**src/rtl/daq_pkg.sv**
```systemverilog
// Summary of operation
// - Enabled pacer emits one pulse per period
// - Pacer mode: pacer rising edge starts conversion
// - External mode: trigger rising edge starts conversion
// - External edges pass only while gate high
// - Counter 0 clock: internal 1 MHz or external
// - Event counting begins after gate triggered
// - Pulse mode drives train, software frequency
// - Sixteen inputs, pairs single or differential
// - Software sets each digital output level
// - Pacer is two cascaded 16-bit counters
package daq_pkg;
    localparam logic [7:0] ADDR_CTRL = 8'h00;
    localparam logic [7:0] ADDR_PACER_DIV1 = 8'h04;
    localparam logic [7:0] ADDR_PACER_DIV2 = 8'h08;
    localparam logic [7:0] ADDR_CNT_RELOAD = 8'h0C;
    localparam logic [7:0] ADDR_CNT_VALUE = 8'h10;
    localparam logic [7:0] ADDR_CHAN_PAIR = 8'h14;
    localparam logic [7:0] ADDR_DOUT = 8'h18;
    localparam logic [7:0] ADDR_DIN = 8'h1C;
    localparam logic [7:0] ADDR_STATUS = 8'h20;
    // Control register fields
    localparam int CTRL_PACER_EN = 0;
    localparam int CTRL_TRIG_SEL = 1;
    localparam int CTRL_CNT_EXTCLK = 2;
    localparam int CTRL_CNT_MODE = 3;
    localparam int CTRL_CNT_EN = 4;
    localparam logic [4:0] CTRL_RESET = 5'h00;
    localparam logic [15:0] DIV_RESET = 16'h000A;
    localparam logic [15:0] CNT_RELOAD_RESET = 16'h0064;
    // Clock figures
    localparam int SYS_CLK_HZ = 20000000;
    localparam int INT_CLK_HZ = 1000000;
    localparam int PACER_CLK_HZ = 10000000;
    localparam int INT_DIV_CYC = SYS_CLK_HZ / INT_CLK_HZ;
    localparam int PACER_DIV_CYC = SYS_CLK_HZ / PACER_CLK_HZ;
    localparam int CHAN_PAIRS = 8;
    localparam int DIO_WIDTH = 16;
    typedef enum logic [2:0] {
        CNT_IDLE = 3'b001,
        CNT_ARMED = 3'b010,
        CNT_RUN = 3'b100
    } cnt_state_t;
endpackage : daq_pkg

```
**src/rtl/edge_sync.sv**
```systemverilog
`timescale 1ns/100ps
`default_nettype none
module edge_sync
(
    input wire logic hclk,
    input wire logic hresetn,
    input wire logic din,
    output logic level,
    output logic rise
);
    logic meta_ff;
    logic sync_ff;
    logic last_ff;
    // Two flops then an edge detector on the settled copy only
    always_ff @(posedge hclk or negedge hresetn)
    begin
        if (!hresetn)
        begin
            meta_ff <= 1'b0;
            sync_ff <= 1'b0;
            last_ff <= 1'b0;
        end
        else
        begin
            meta_ff <= din;
            sync_ff <= meta_ff;
            last_ff <= sync_ff;
        end
    end
    assign level = sync_ff;
    assign rise = sync_ff & ~last_ff;
endmodule // edge_sync
`default_nettype wire

```
**src/rtl/pacer_timer.sv**
```systemverilog
`timescale 1ns/100ps
`default_nettype none
module pacer_timer
(
    input wire logic hclk,
    input wire logic hresetn,
    input wire logic enable,
    input wire logic tick,
    input wire logic [15:0] div1,
    input wire logic [15:0] div2,
    output logic pacer_out
);
    logic [15:0] c1_ff;
    logic [15:0] c2_ff;
    logic pulse_ff;
    wire c1_wrap = tick && (c1_ff <= 16'h0001);
    wire c2_wrap = c1_wrap && (c2_ff <= 16'h0001);
    // Two cascaded 16-bit stages; second stage output is the pacer
    always_ff @(posedge hclk or negedge hresetn)
    begin
        if (!hresetn)
        begin
            c1_ff <= 16'h0000;
            c2_ff <= 16'h0000;
            pulse_ff <= 1'b0;
        end
        else if (!enable)
        begin
            c1_ff <= div1;
            c2_ff <= div2;
            pulse_ff <= 1'b0;
        end
        else
        begin
            if (tick)
                c1_ff <= c1_wrap ? div1 : c1_ff - 16'h0001;
            if (c1_wrap)
                c2_ff <= c2_wrap ? div2 : c2_ff - 16'h0001;
            pulse_ff <= c2_wrap;
        end
    end
    assign pacer_out = pulse_ff;
endmodule // pacer_timer
`default_nettype wire

```
**src/rtl/daq_trigger_counter_control.sv**
```systemverilog
// Added by the designer: the placing of the registers and the AHB-Lite register port.
`timescale 1ns/100ps
`default_nettype none
module daq_trigger_counter_control
(
    input wire logic hclk,
    input wire logic hresetn,
    input wire logic hsel,
    input wire logic [7:0] haddr,
    input wire logic [1:0] htrans,
    input wire logic hwrite,
    input wire logic [2:0] hsize,
    input wire logic [31:0] hwdata,
    input wire logic hready,
    output logic [31:0] hrdata,
    output logic hreadyout,
    output logic hresp,
    input wire logic external_trigger_in,
    input wire logic external_trigger_gate,
    input wire logic event_counter_clock_in,
    input wire logic event_counter_gate_in,
    output logic event_counter_out,
    output logic pacer_out,
    output logic conv_start,
    output logic [7:0] chan_pair_diff,
    input wire logic [15:0] digital_input_channels,
    output logic [15:0] digital_output_channels
);
    import daq_pkg::*;

    ////////////////////////////////////////////////////////////////////////////////
    // Bus slave
    logic [4:0] ctrl_ff;
    logic [15:0] div1_ff;
    logic [15:0] div2_ff;
    logic [15:0] reload_ff;
    logic [15:0] cnt_ff;
    logic [7:0] pair_ff;
    logic [15:0] dout_ff;
    logic [15:0] din_ff;
    logic [31:0] rdata_ff;
    logic wr_pend_ff;
    logic [7:0] waddr_ff;
    logic cnt_out_ff;
    logic start_ff;
    logic [15:0] conv_count_ff;
    cnt_state_t state_ff;
    cnt_state_t nxt_state;

    wire take = hsel && hready && htrans[1];
    wire take_rd = take && !hwrite;
    wire take_wr = take && hwrite;
    // Write data arrive one cycle after the address phase
    always_ff @(posedge hclk or negedge hresetn)
    begin
        if (!hresetn)
        begin
            wr_pend_ff <= 1'b0;
            waddr_ff <= 8'h00;
        end
        else
        begin
            wr_pend_ff <= take_wr;
            waddr_ff <= haddr;
        end
    end

    wire wr_ctrl = wr_pend_ff && (waddr_ff == ADDR_CTRL);
    wire wr_div1 = wr_pend_ff && (waddr_ff == ADDR_PACER_DIV1);
    wire wr_div2 = wr_pend_ff && (waddr_ff == ADDR_PACER_DIV2);
    wire wr_reload = wr_pend_ff && (waddr_ff == ADDR_CNT_RELOAD);
    wire wr_pair = wr_pend_ff && (waddr_ff == ADDR_CHAN_PAIR);
    wire wr_dout = wr_pend_ff && (waddr_ff == ADDR_DOUT);

    // Software-held configuration
    always_ff @(posedge hclk or negedge hresetn)
    begin
        if (!hresetn)
        begin
            ctrl_ff <= CTRL_RESET;
            div1_ff <= DIV_RESET;
            div2_ff <= DIV_RESET;
            reload_ff <= CNT_RELOAD_RESET;
            pair_ff <= 8'h00;
            dout_ff <= 16'h0000;
        end
        else
        begin
            if (wr_ctrl)
                ctrl_ff <= hwdata[4:0];
            if (wr_div1)
                div1_ff <= hwdata[15:0];
            if (wr_div2)
                div2_ff <= hwdata[15:0];
            if (wr_reload)
                reload_ff <= hwdata[15:0];
            if (wr_pair)
                pair_ff <= hwdata[7:0];
            if (wr_dout)
                dout_ff <= hwdata[15:0];
        end
    end

    // Read mux; unmapped addresses read zero
    logic [31:0] rd_mux;
    always_comb
    begin
        case (haddr)
            ADDR_CTRL: rd_mux = {27'h0, ctrl_ff};
            ADDR_PACER_DIV1: rd_mux = {16'h0, div1_ff};
            ADDR_PACER_DIV2: rd_mux = {16'h0, div2_ff};
            ADDR_CNT_RELOAD: rd_mux = {16'h0, reload_ff};
            ADDR_CNT_VALUE: rd_mux = {16'h0, cnt_ff};
            ADDR_CHAN_PAIR: rd_mux = {24'h0, pair_ff};
            ADDR_DOUT: rd_mux = {16'h0, dout_ff};
            ADDR_DIN: rd_mux = {16'h0, din_ff};
            ADDR_STATUS: rd_mux = {conv_count_ff, 13'h0, state_ff};
            default: rd_mux = 32'h0000_0000;
        endcase
    end

    always_ff @(posedge hclk or negedge hresetn)
    begin
        if (!hresetn)
            rdata_ff <= 32'h0000_0000;
        else if (take_rd)
            rdata_ff <= rd_mux;
    end

    assign hrdata = rdata_ff;
    assign hreadyout = 1'b1; // Zero wait states
    assign hresp = 1'b0;
    assign chan_pair_diff = pair_ff;
    assign digital_output_channels = dout_ff;

    ////////////////////////////////////////////////////////////////////////////////
    // Field input synchronisers
    logic trg_lvl;
    logic trg_rise;
    logic gate_lvl;
    logic ecg_lvl;
    logic ecg_rise;
    logic ecc_lvl;
    logic ecc_rise;

    edge_sync u_trg (.hclk(hclk), .hresetn(hresetn), .din(external_trigger_in),
        .level(trg_lvl), .rise(trg_rise));
    edge_sync u_gate (.hclk(hclk), .hresetn(hresetn), .din(external_trigger_gate),
        .level(gate_lvl), .rise());
    edge_sync u_ecg (.hclk(hclk), .hresetn(hresetn), .din(event_counter_gate_in),
        .level(ecg_lvl), .rise(ecg_rise));
    edge_sync u_ecc (.hclk(hclk), .hresetn(hresetn), .din(event_counter_clock_in),
        .level(ecc_lvl), .rise(ecc_rise));

    always_ff @(posedge hclk or negedge hresetn)
    begin
        if (!hresetn)
            din_ff <= 16'h0000;
        else
            din_ff <= digital_input_channels;
    end

    ////////////////////////////////////////////////////////////////////////////////
    // Prescalers: 10 MHz pacer tick and 1 MHz counter tick
    function automatic logic [4:0] wrap_inc(input logic [4:0] v, input int lim);
        wrap_inc = (v >= 5'(lim - 1)) ? 5'h00 : v + 5'h01;
    endfunction

    logic [4:0] pdiv_ff;
    logic [4:0] idiv_ff;
    always_ff @(posedge hclk or negedge hresetn)
    begin
        if (!hresetn)
        begin
            pdiv_ff <= 5'h00;
            idiv_ff <= 5'h00;
        end
        else
        begin
            pdiv_ff <= wrap_inc(pdiv_ff, PACER_DIV_CYC);
            idiv_ff <= wrap_inc(idiv_ff, INT_DIV_CYC);
        end
    end
    wire pacer_tick = (pdiv_ff == 5'h00);
    wire int_tick = (idiv_ff == 5'h00);

    ////////////////////////////////////////////////////////////////////////////////
    // Pacer and conversion start
    logic pacer_q;
    logic pacer_last_ff;
    pacer_timer u_pacer (.hclk(hclk), .hresetn(hresetn), .enable(ctrl_ff[CTRL_PACER_EN]),
        .tick(pacer_tick), .div1(div1_ff), .div2(div2_ff), .pacer_out(pacer_q));
    assign pacer_out = pacer_q;

    always_ff @(posedge hclk or negedge hresetn)
    begin
        if (!hresetn)
            pacer_last_ff <= 1'b0;
        else
            pacer_last_ff <= pacer_q;
    end
    wire pacer_rise = pacer_q & ~pacer_last_ff;
    // Unselected source is ignored, gate low blocks external edges
    wire ext_start = ctrl_ff[CTRL_TRIG_SEL] && trg_rise && gate_lvl;
    wire pac_start = !ctrl_ff[CTRL_TRIG_SEL] && pacer_rise;

    always_ff @(posedge hclk or negedge hresetn)
    begin
        if (!hresetn)
        begin
            start_ff <= 1'b0;
            conv_count_ff <= 16'h0000;
        end
        else
        begin
            start_ff <= ext_start || pac_start;
            if (ext_start || pac_start)
                conv_count_ff <= conv_count_ff + 16'h0001;
        end
    end
    assign conv_start = start_ff;

    ////////////////////////////////////////////////////////////////////////////////
    // Counter 0: event counting (mode 0) or pulse output (mode 1)
    // External clock is sampled, so it tracks up to a quarter of hclk only
    wire cnt_tick = ctrl_ff[CTRL_CNT_EXTCLK] ? ecc_rise : int_tick;
    wire pulse_mode = ctrl_ff[CTRL_CNT_MODE];
    wire cnt_en = ctrl_ff[CTRL_CNT_EN];

    always_comb
    begin
        case (state_ff)
            CNT_IDLE: nxt_state = cnt_en ? (pulse_mode ? CNT_RUN : CNT_ARMED) : CNT_IDLE;
            CNT_ARMED: nxt_state = !cnt_en ? CNT_IDLE : (ecg_rise ? CNT_RUN : CNT_ARMED);
            CNT_RUN: nxt_state = cnt_en ? CNT_RUN : CNT_IDLE;
            default: nxt_state = CNT_IDLE;
        endcase
    end

    wire cnt_zero = (cnt_ff <= 16'h0001);
    always_ff @(posedge hclk or negedge hresetn)
    begin
        if (!hresetn)
        begin
            state_ff <= CNT_IDLE;
            cnt_ff <= 16'h0000;
            cnt_out_ff <= 1'b0;
        end
        else
        begin
            state_ff <= nxt_state;
            if (state_ff == CNT_IDLE)
            begin
                cnt_ff <= pulse_mode ? reload_ff : 16'h0000;
                cnt_out_ff <= 1'b0;
            end
            else if (state_ff == CNT_RUN && cnt_tick)
            begin
                if (!pulse_mode)
                    cnt_ff <= cnt_ff + 16'h0001;
                else if (cnt_zero)
                begin
                    cnt_ff <= reload_ff;
                    cnt_out_ff <= ~cnt_out_ff;
                end
                else
                    cnt_ff <= cnt_ff - 16'h0001;
            end
        end
    end
    assign event_counter_out = cnt_out_ff;

    ////////////////////////////////////////////////////////////////////////////////
    // Checks
    logic unused_lvls;
    assign unused_lvls = trg_lvl ^ ecg_lvl ^ ecc_lvl ^ hsize[0] ^ htrans[0];

    ext_gate_block_a: assert property (@(posedge hclk) disable iff (!hresetn)
        (ctrl_ff[CTRL_TRIG_SEL] && !gate_lvl) |=> !start_ff)
        else $error("start while gate low");
    ext_edge_start_a: assert property (@(posedge hclk) disable iff (!hresetn)
        (ctrl_ff[CTRL_TRIG_SEL] && $rose(trg_lvl) && gate_lvl) |=> start_ff)
        else $error("external edge lost");
    pacer_start_a: assert property (@(posedge hclk) disable iff (!hresetn)
        (!ctrl_ff[CTRL_TRIG_SEL] && $rose(pacer_q)) |=> start_ff)
        else $error("pacer edge lost");
    unselected_ignored_a: assert property (@(posedge hclk) disable iff (!hresetn)
        (!ctrl_ff[CTRL_TRIG_SEL] && !pacer_rise) |=> !start_ff)
        else $error("start from unselected source");
    single_start_a: assert property (@(posedge hclk) disable iff (!hresetn)
        start_ff |=> !start_ff)
        else $error("start longer than one cycle");
    pacer_off_a: assert property (@(posedge hclk) disable iff (!hresetn)
        !ctrl_ff[CTRL_PACER_EN] |=> !pacer_q)
        else $error("pacer pulse while off");
    armed_hold_a: assert property (@(posedge hclk) disable iff (!hresetn)
        (state_ff == CNT_ARMED) |=> (cnt_ff == 16'h0000))
        else $error("counting before gate");
    pulse_idle_a: assert property (@(posedge hclk) disable iff (!hresetn)
        (state_ff == CNT_IDLE) |=> !cnt_out_ff)
        else $error("pulse output while idle");
    dout_drive_a: assert property (@(posedge hclk) disable iff (!hresetn)
        wr_dout |=> (digital_output_channels == $past(hwdata[15:0])))
        else $error("digital output not written");

    ext_trig_c: cover property (@(posedge hclk) disable iff (!hresetn) ext_start);
    pacer_trig_c: cover property (@(posedge hclk) disable iff (!hresetn) pac_start);
    gate_arm_c: cover property (@(posedge hclk) disable iff (!hresetn)
        (state_ff == CNT_ARMED) ##1 (state_ff == CNT_RUN));
    pulse_toggle_c: cover property (@(posedge hclk) disable iff (!hresetn) $rose(cnt_out_ff));
endmodule // daq_trigger_counter_control
`default_nettype wire

```
**config.mk**
```make
export PLATFORM = sky130hd
export DESIGN_NAME = daq_trigger_counter_control
export DESIGN_NICKNAME = d
export VERILOG_FILES = /design/src/rtl/daq_pkg.sv /design/src/rtl/edge_sync.sv /design/src/rtl/pacer_timer.sv /design/src/rtl/daq_trigger_counter_control.sv
export SDC_FILE = /design/constraint.sdc
export NUM_CORES = 1
export LEC_CHECK = 0
export BUFFER_PORTS_ARGS = -buffer_cell sky130_fd_sc_hd__buf_2
export CAP_MARGIN = 25
export CORE_UTILIZATION = 40
export DETAILED_ROUTE_END_ITERATION = 8
export GPL_TIMING_DRIVEN = 0
export PLACE_DENSITY_LB_ADDON = 0.25
export REMOVE_ABC_BUFFERS = 1
export SYNTH_ARGS = -nofsm -noshare
export SYNTH_HDL_FRONTEND = slang
export SYNTH_SLANG_ARGS = --single-unit
```
**constraint.sdc**
```tcl
create_clock -name hclk -period 3.3 [get_ports hclk]
set_input_delay 0.495 -clock hclk [delete_from_list [all_inputs] [get_ports hclk]]
set_output_delay 0.495 -clock hclk [all_outputs]
set_load 0.05 [all_outputs]
```
==> results_dict.tcl <==
set metrics [dict create \
    synthTopCellsByArea "dfrtp_1 49%, mux2_2 9.7%, nand2_1 3.0%, o21ai_0 3.0%, nor2_1 2.6%" \
    power.share.clock 0.410 \
    routabilityCongestion 0.8598 \
    fp.dieH_microns 168.4 \
    avgViaCountPerCell 5.670 \
    top_usage_layer "met2" \
    antenna_found_initial 0 \
    yosys.area.top_type "dfrtp_1" \
    dp.cells 1486 \
    vias 8721 \
    p_per_area_nw_per_um2 547.8 \
    grt_overflow 0 \
    nets 1228 \
    fin_crit_ps 3166 \
    p_int_mw 5.012 \
    cap_violations 0 \
    drv_slew 0 \
    syn-cell-area_sq_um 11080 \
    tightestPinTransition_ps 1028 \
    coreArea_sq_um 27100 \
    worstPathMaxFanout 12 \
    drtIter0Drc 827 \
    cts-root-buf "clkbuf_16" \
    clock-sinks 226 \
    dominantRegCellSynth "dfrtp_1" \
    dp_hpwl_microns 21130 \
    drt_wl_total_microns 30420 \
    r2r-start "idiv_ff[0]$_DFF_PN0_" \
    setup_ws_ps 134.2 \
    drt-wirelength-per-cell_microns 19.78 \
    drive_gt1_frac 0.2438 \
    p_leak_nw 5.702 \
    clk_pin_slew_ps 70 \
    setup.worst_path.start "idiv_ff[0]$_DFF_PN0_" \
    synth_edf_count 0 \
    num_io_pins 131 \
    setup_viol 0 \
    use_met2 0.3366 \
    die_w_microns 168.4 \
    clk_latency_ps 530 \
    critPathCaptureType "register" \
    yosysTopAreaCellShare 0.4923 \
    dieArea_sq_um 28370 \
    fmax_ghz 0.3159 \
    combinationalPowerShare 0.144 \
    finClkSkew_ps 12.83 \
    areaGrowthSynthToFinish_pct 16.09 \
    grt_pass1_wl_microns 48400 \
    start_kind "register" \
    h-tree-depth 1 \
    ys_seq_area_frac 0.5112 \
    synth-seq-cells 226 \
    post-route-drc-count 0 \
    yosys_warnings 0 \
    ctsLongestPathBuffers 3 \
    avgSynthCellArea_sq_um 10.40 \
    cts_tree "yes" \
    final_antenna_net_count 0 \
    num_rows 60 \
    grt_util_met3 0.02727 \
    endpoint "cnt_ff[11]$_DFFE_PN0P_" \
    portBuffers 108 \
    power.share.switching 0.2888 \
    groute.usage.overall 0.2174 \
    synth.distinct_cells 78 \
    ys_async_sr_fraction 1.000 \
    holdPathStages 1 \
    arrival_ps 3570 \
    final_cell_mix "218 x dfrtp_1, 107 x buf_2, 95 x mux2_2, 89 x nand2_1, 73 x nor2_1" \
    start_util 0.4089 \
    final_common_cell "dfrtp_1" \
    r2r_cells 8 \
    p_switching_mw 2.035 \
    critPathRequiredTime_ps 3700 \
    worstSetupPathType "register to register" \
    fin_crit_sh 0.9593 \
    grt_pass1_vias 8273 \
    post_cts_buffers 0 \
    r2r_slack_ps 130 \
    fin_cells 1538 \
    pre_cts_slack_ps -58.00 \
    utilization 0.4747 \
    r2r-end "cnt_ff[11]$_DFFE_PN0P_" \
    drt_pass1_iterations 5 \
    hold_viol_final 0 \
    p_seq_frac 0.446 \
    grt_max_degree 83 \
    worst_slew_margin_rel 0.3140 \
    netlist_instances 1066 \
    irDropWorstVdd_mv 0.3609 \
    rsz0062_at_grt "no" \
    numCtsBuffers 26 \
    gr-usage-met1 0.3169 \
    status "completed" \
    num-fill-cells 2560 \
    hold_path.class "primary input to register" \
]
## kinds of logic after synthesis
logic type,after synthesis,share of synthesized area
AND/OR/NAND/NOR,336,0.1471
AO/OA/AOI/OAI,248,0.1487
flip-flops,226,0.5112
multiplexers,108,0.1128
buffers and inverters,96,0.03556
XOR/XNOR,37,0.02924
adder cells (fa/ha/maj),13,0.01468
other,2,0.0006777
## through the flow
step	area, sq um	setup TNS (ps)	hold WS [ps]	total power, mW
5_1_grt	12860	0	54.22	7.354
2_1_floorplan	10800	0	199.4	3.794
3_5_place_dp	11970	-315.6	335.5	4.180
6_report	12860	0	67.59	7.048
4_1_cts	12830	0	44.01	7.094
3_3_place_gp	11800	-516490	334.2	4.153
## worst min-delay path by stage
stage                                          start                            end  slack, ps
after detailed placement     u_trg.meta_ff$_DFF_PN0_          u_trg.level$_DFF_PN0_        340
after floorplan                              hresetn  chan_pair_diff[0]$_DFFE_PN0P_        200
after global placement       u_trg.meta_ff$_DFF_PN0_          u_trg.level$_DFF_PN0_        330
after CTS                  digital_input_channels[5]            din_ff[5]$_DFF_PN0_         40
final                      digital_input_channels[5]            din_ff[5]$_DFF_PN0_         70
after global routing      digital_input_channels[13]           din_ff[13]$_DFF_PN0_         50
## what timing repair did
| action | in CTS | in global routing |
|---|---|---|
| gates resized for setup | 0 | 2 |
| hold buffers | 1 | 0 |
| setup endpoints to repair | 0 | 4 |
| endpoints found under the hold margin | 66 | 0 |
## sequential cells by signal (all words and copies together) (netlist names), 5 cells and up
signal,count
hrdata,32
cnt_ff,16
conv_count_ff,16
digital_output_channels,16
din_ff,16
div1_ff,16
div2_ff,16
reload_ff,16
u_pacer.c1_ff,16
u_pacer.c2_ff,16
chan_pair_diff,8
waddr_ff,8
ctrl_ff,5
idiv_ff,5
pdiv_ff,5
## power by group through the flow
stage	clock network [mW]	registers, mW	logic, mW
floorplan	0	3.17	0.619
global placement	0	3.19	0.967
detailed placement	0	3.18	0.995
CTS	2.96	3.14	1.00
global route	3.06	3.17	1.13
finish	2.89	3.14	1.02
## Yosys cell counts, drive strengths merged (6+ instances only)
cell and instances:
a21oi 46, a221oi 11, a22oi 21, a31oi 6, a32oi 6, and2 8
and3 11, buf 15, clkbuf 54, dfrtp 218, dfstp 8, ha 13
inv 26, mux2 95, mux2i 9, nand2 90, nand3 52, nand4 12
nor2 76, nor3 39, nor4 10, o211ai 7, o21a 9, o21ai 71
o22ai 9, o2bb2ai 8, o31ai 7, or3 6, xnor2 22, xor2 15
## metal layers
metal,part of all wire,up-vias
met2,0.45,311
met4,0.030,0
met5,0,-
met3,0.053,55
li1,-,4044
met1,0.47,4311
## layout make-up
type | count | area, sq um | area share
Tap cell | 372 | 465.4 | 0.03618
Clock inverter | 10 | 120.1 | 0.009337
Clock buffer | 38 | 737.0 | 0.05728
Inverter | 27 | 101.3 | 0.007878
Timing Repair Buffer | 118 | 726.9 | 0.05651
Sequential cell | 226 | 5665 | 0.4404
Multi-Input combinational cell | 746 | 5046 | 0.3922
Antenna cell | 1 | 2.502 | 0.0001945
## worst max-delay path: stages, from the launching register on
cell and delay (ps):
dfrtp_1 420, inv_1 70, ha_1 130, or4b_2 590, o21ai_0 610, and2_1 560, nor2_1 270, a221oi_1 290
o31ai_1 110
Note: power is estimated with default switching activity, not from simulation.
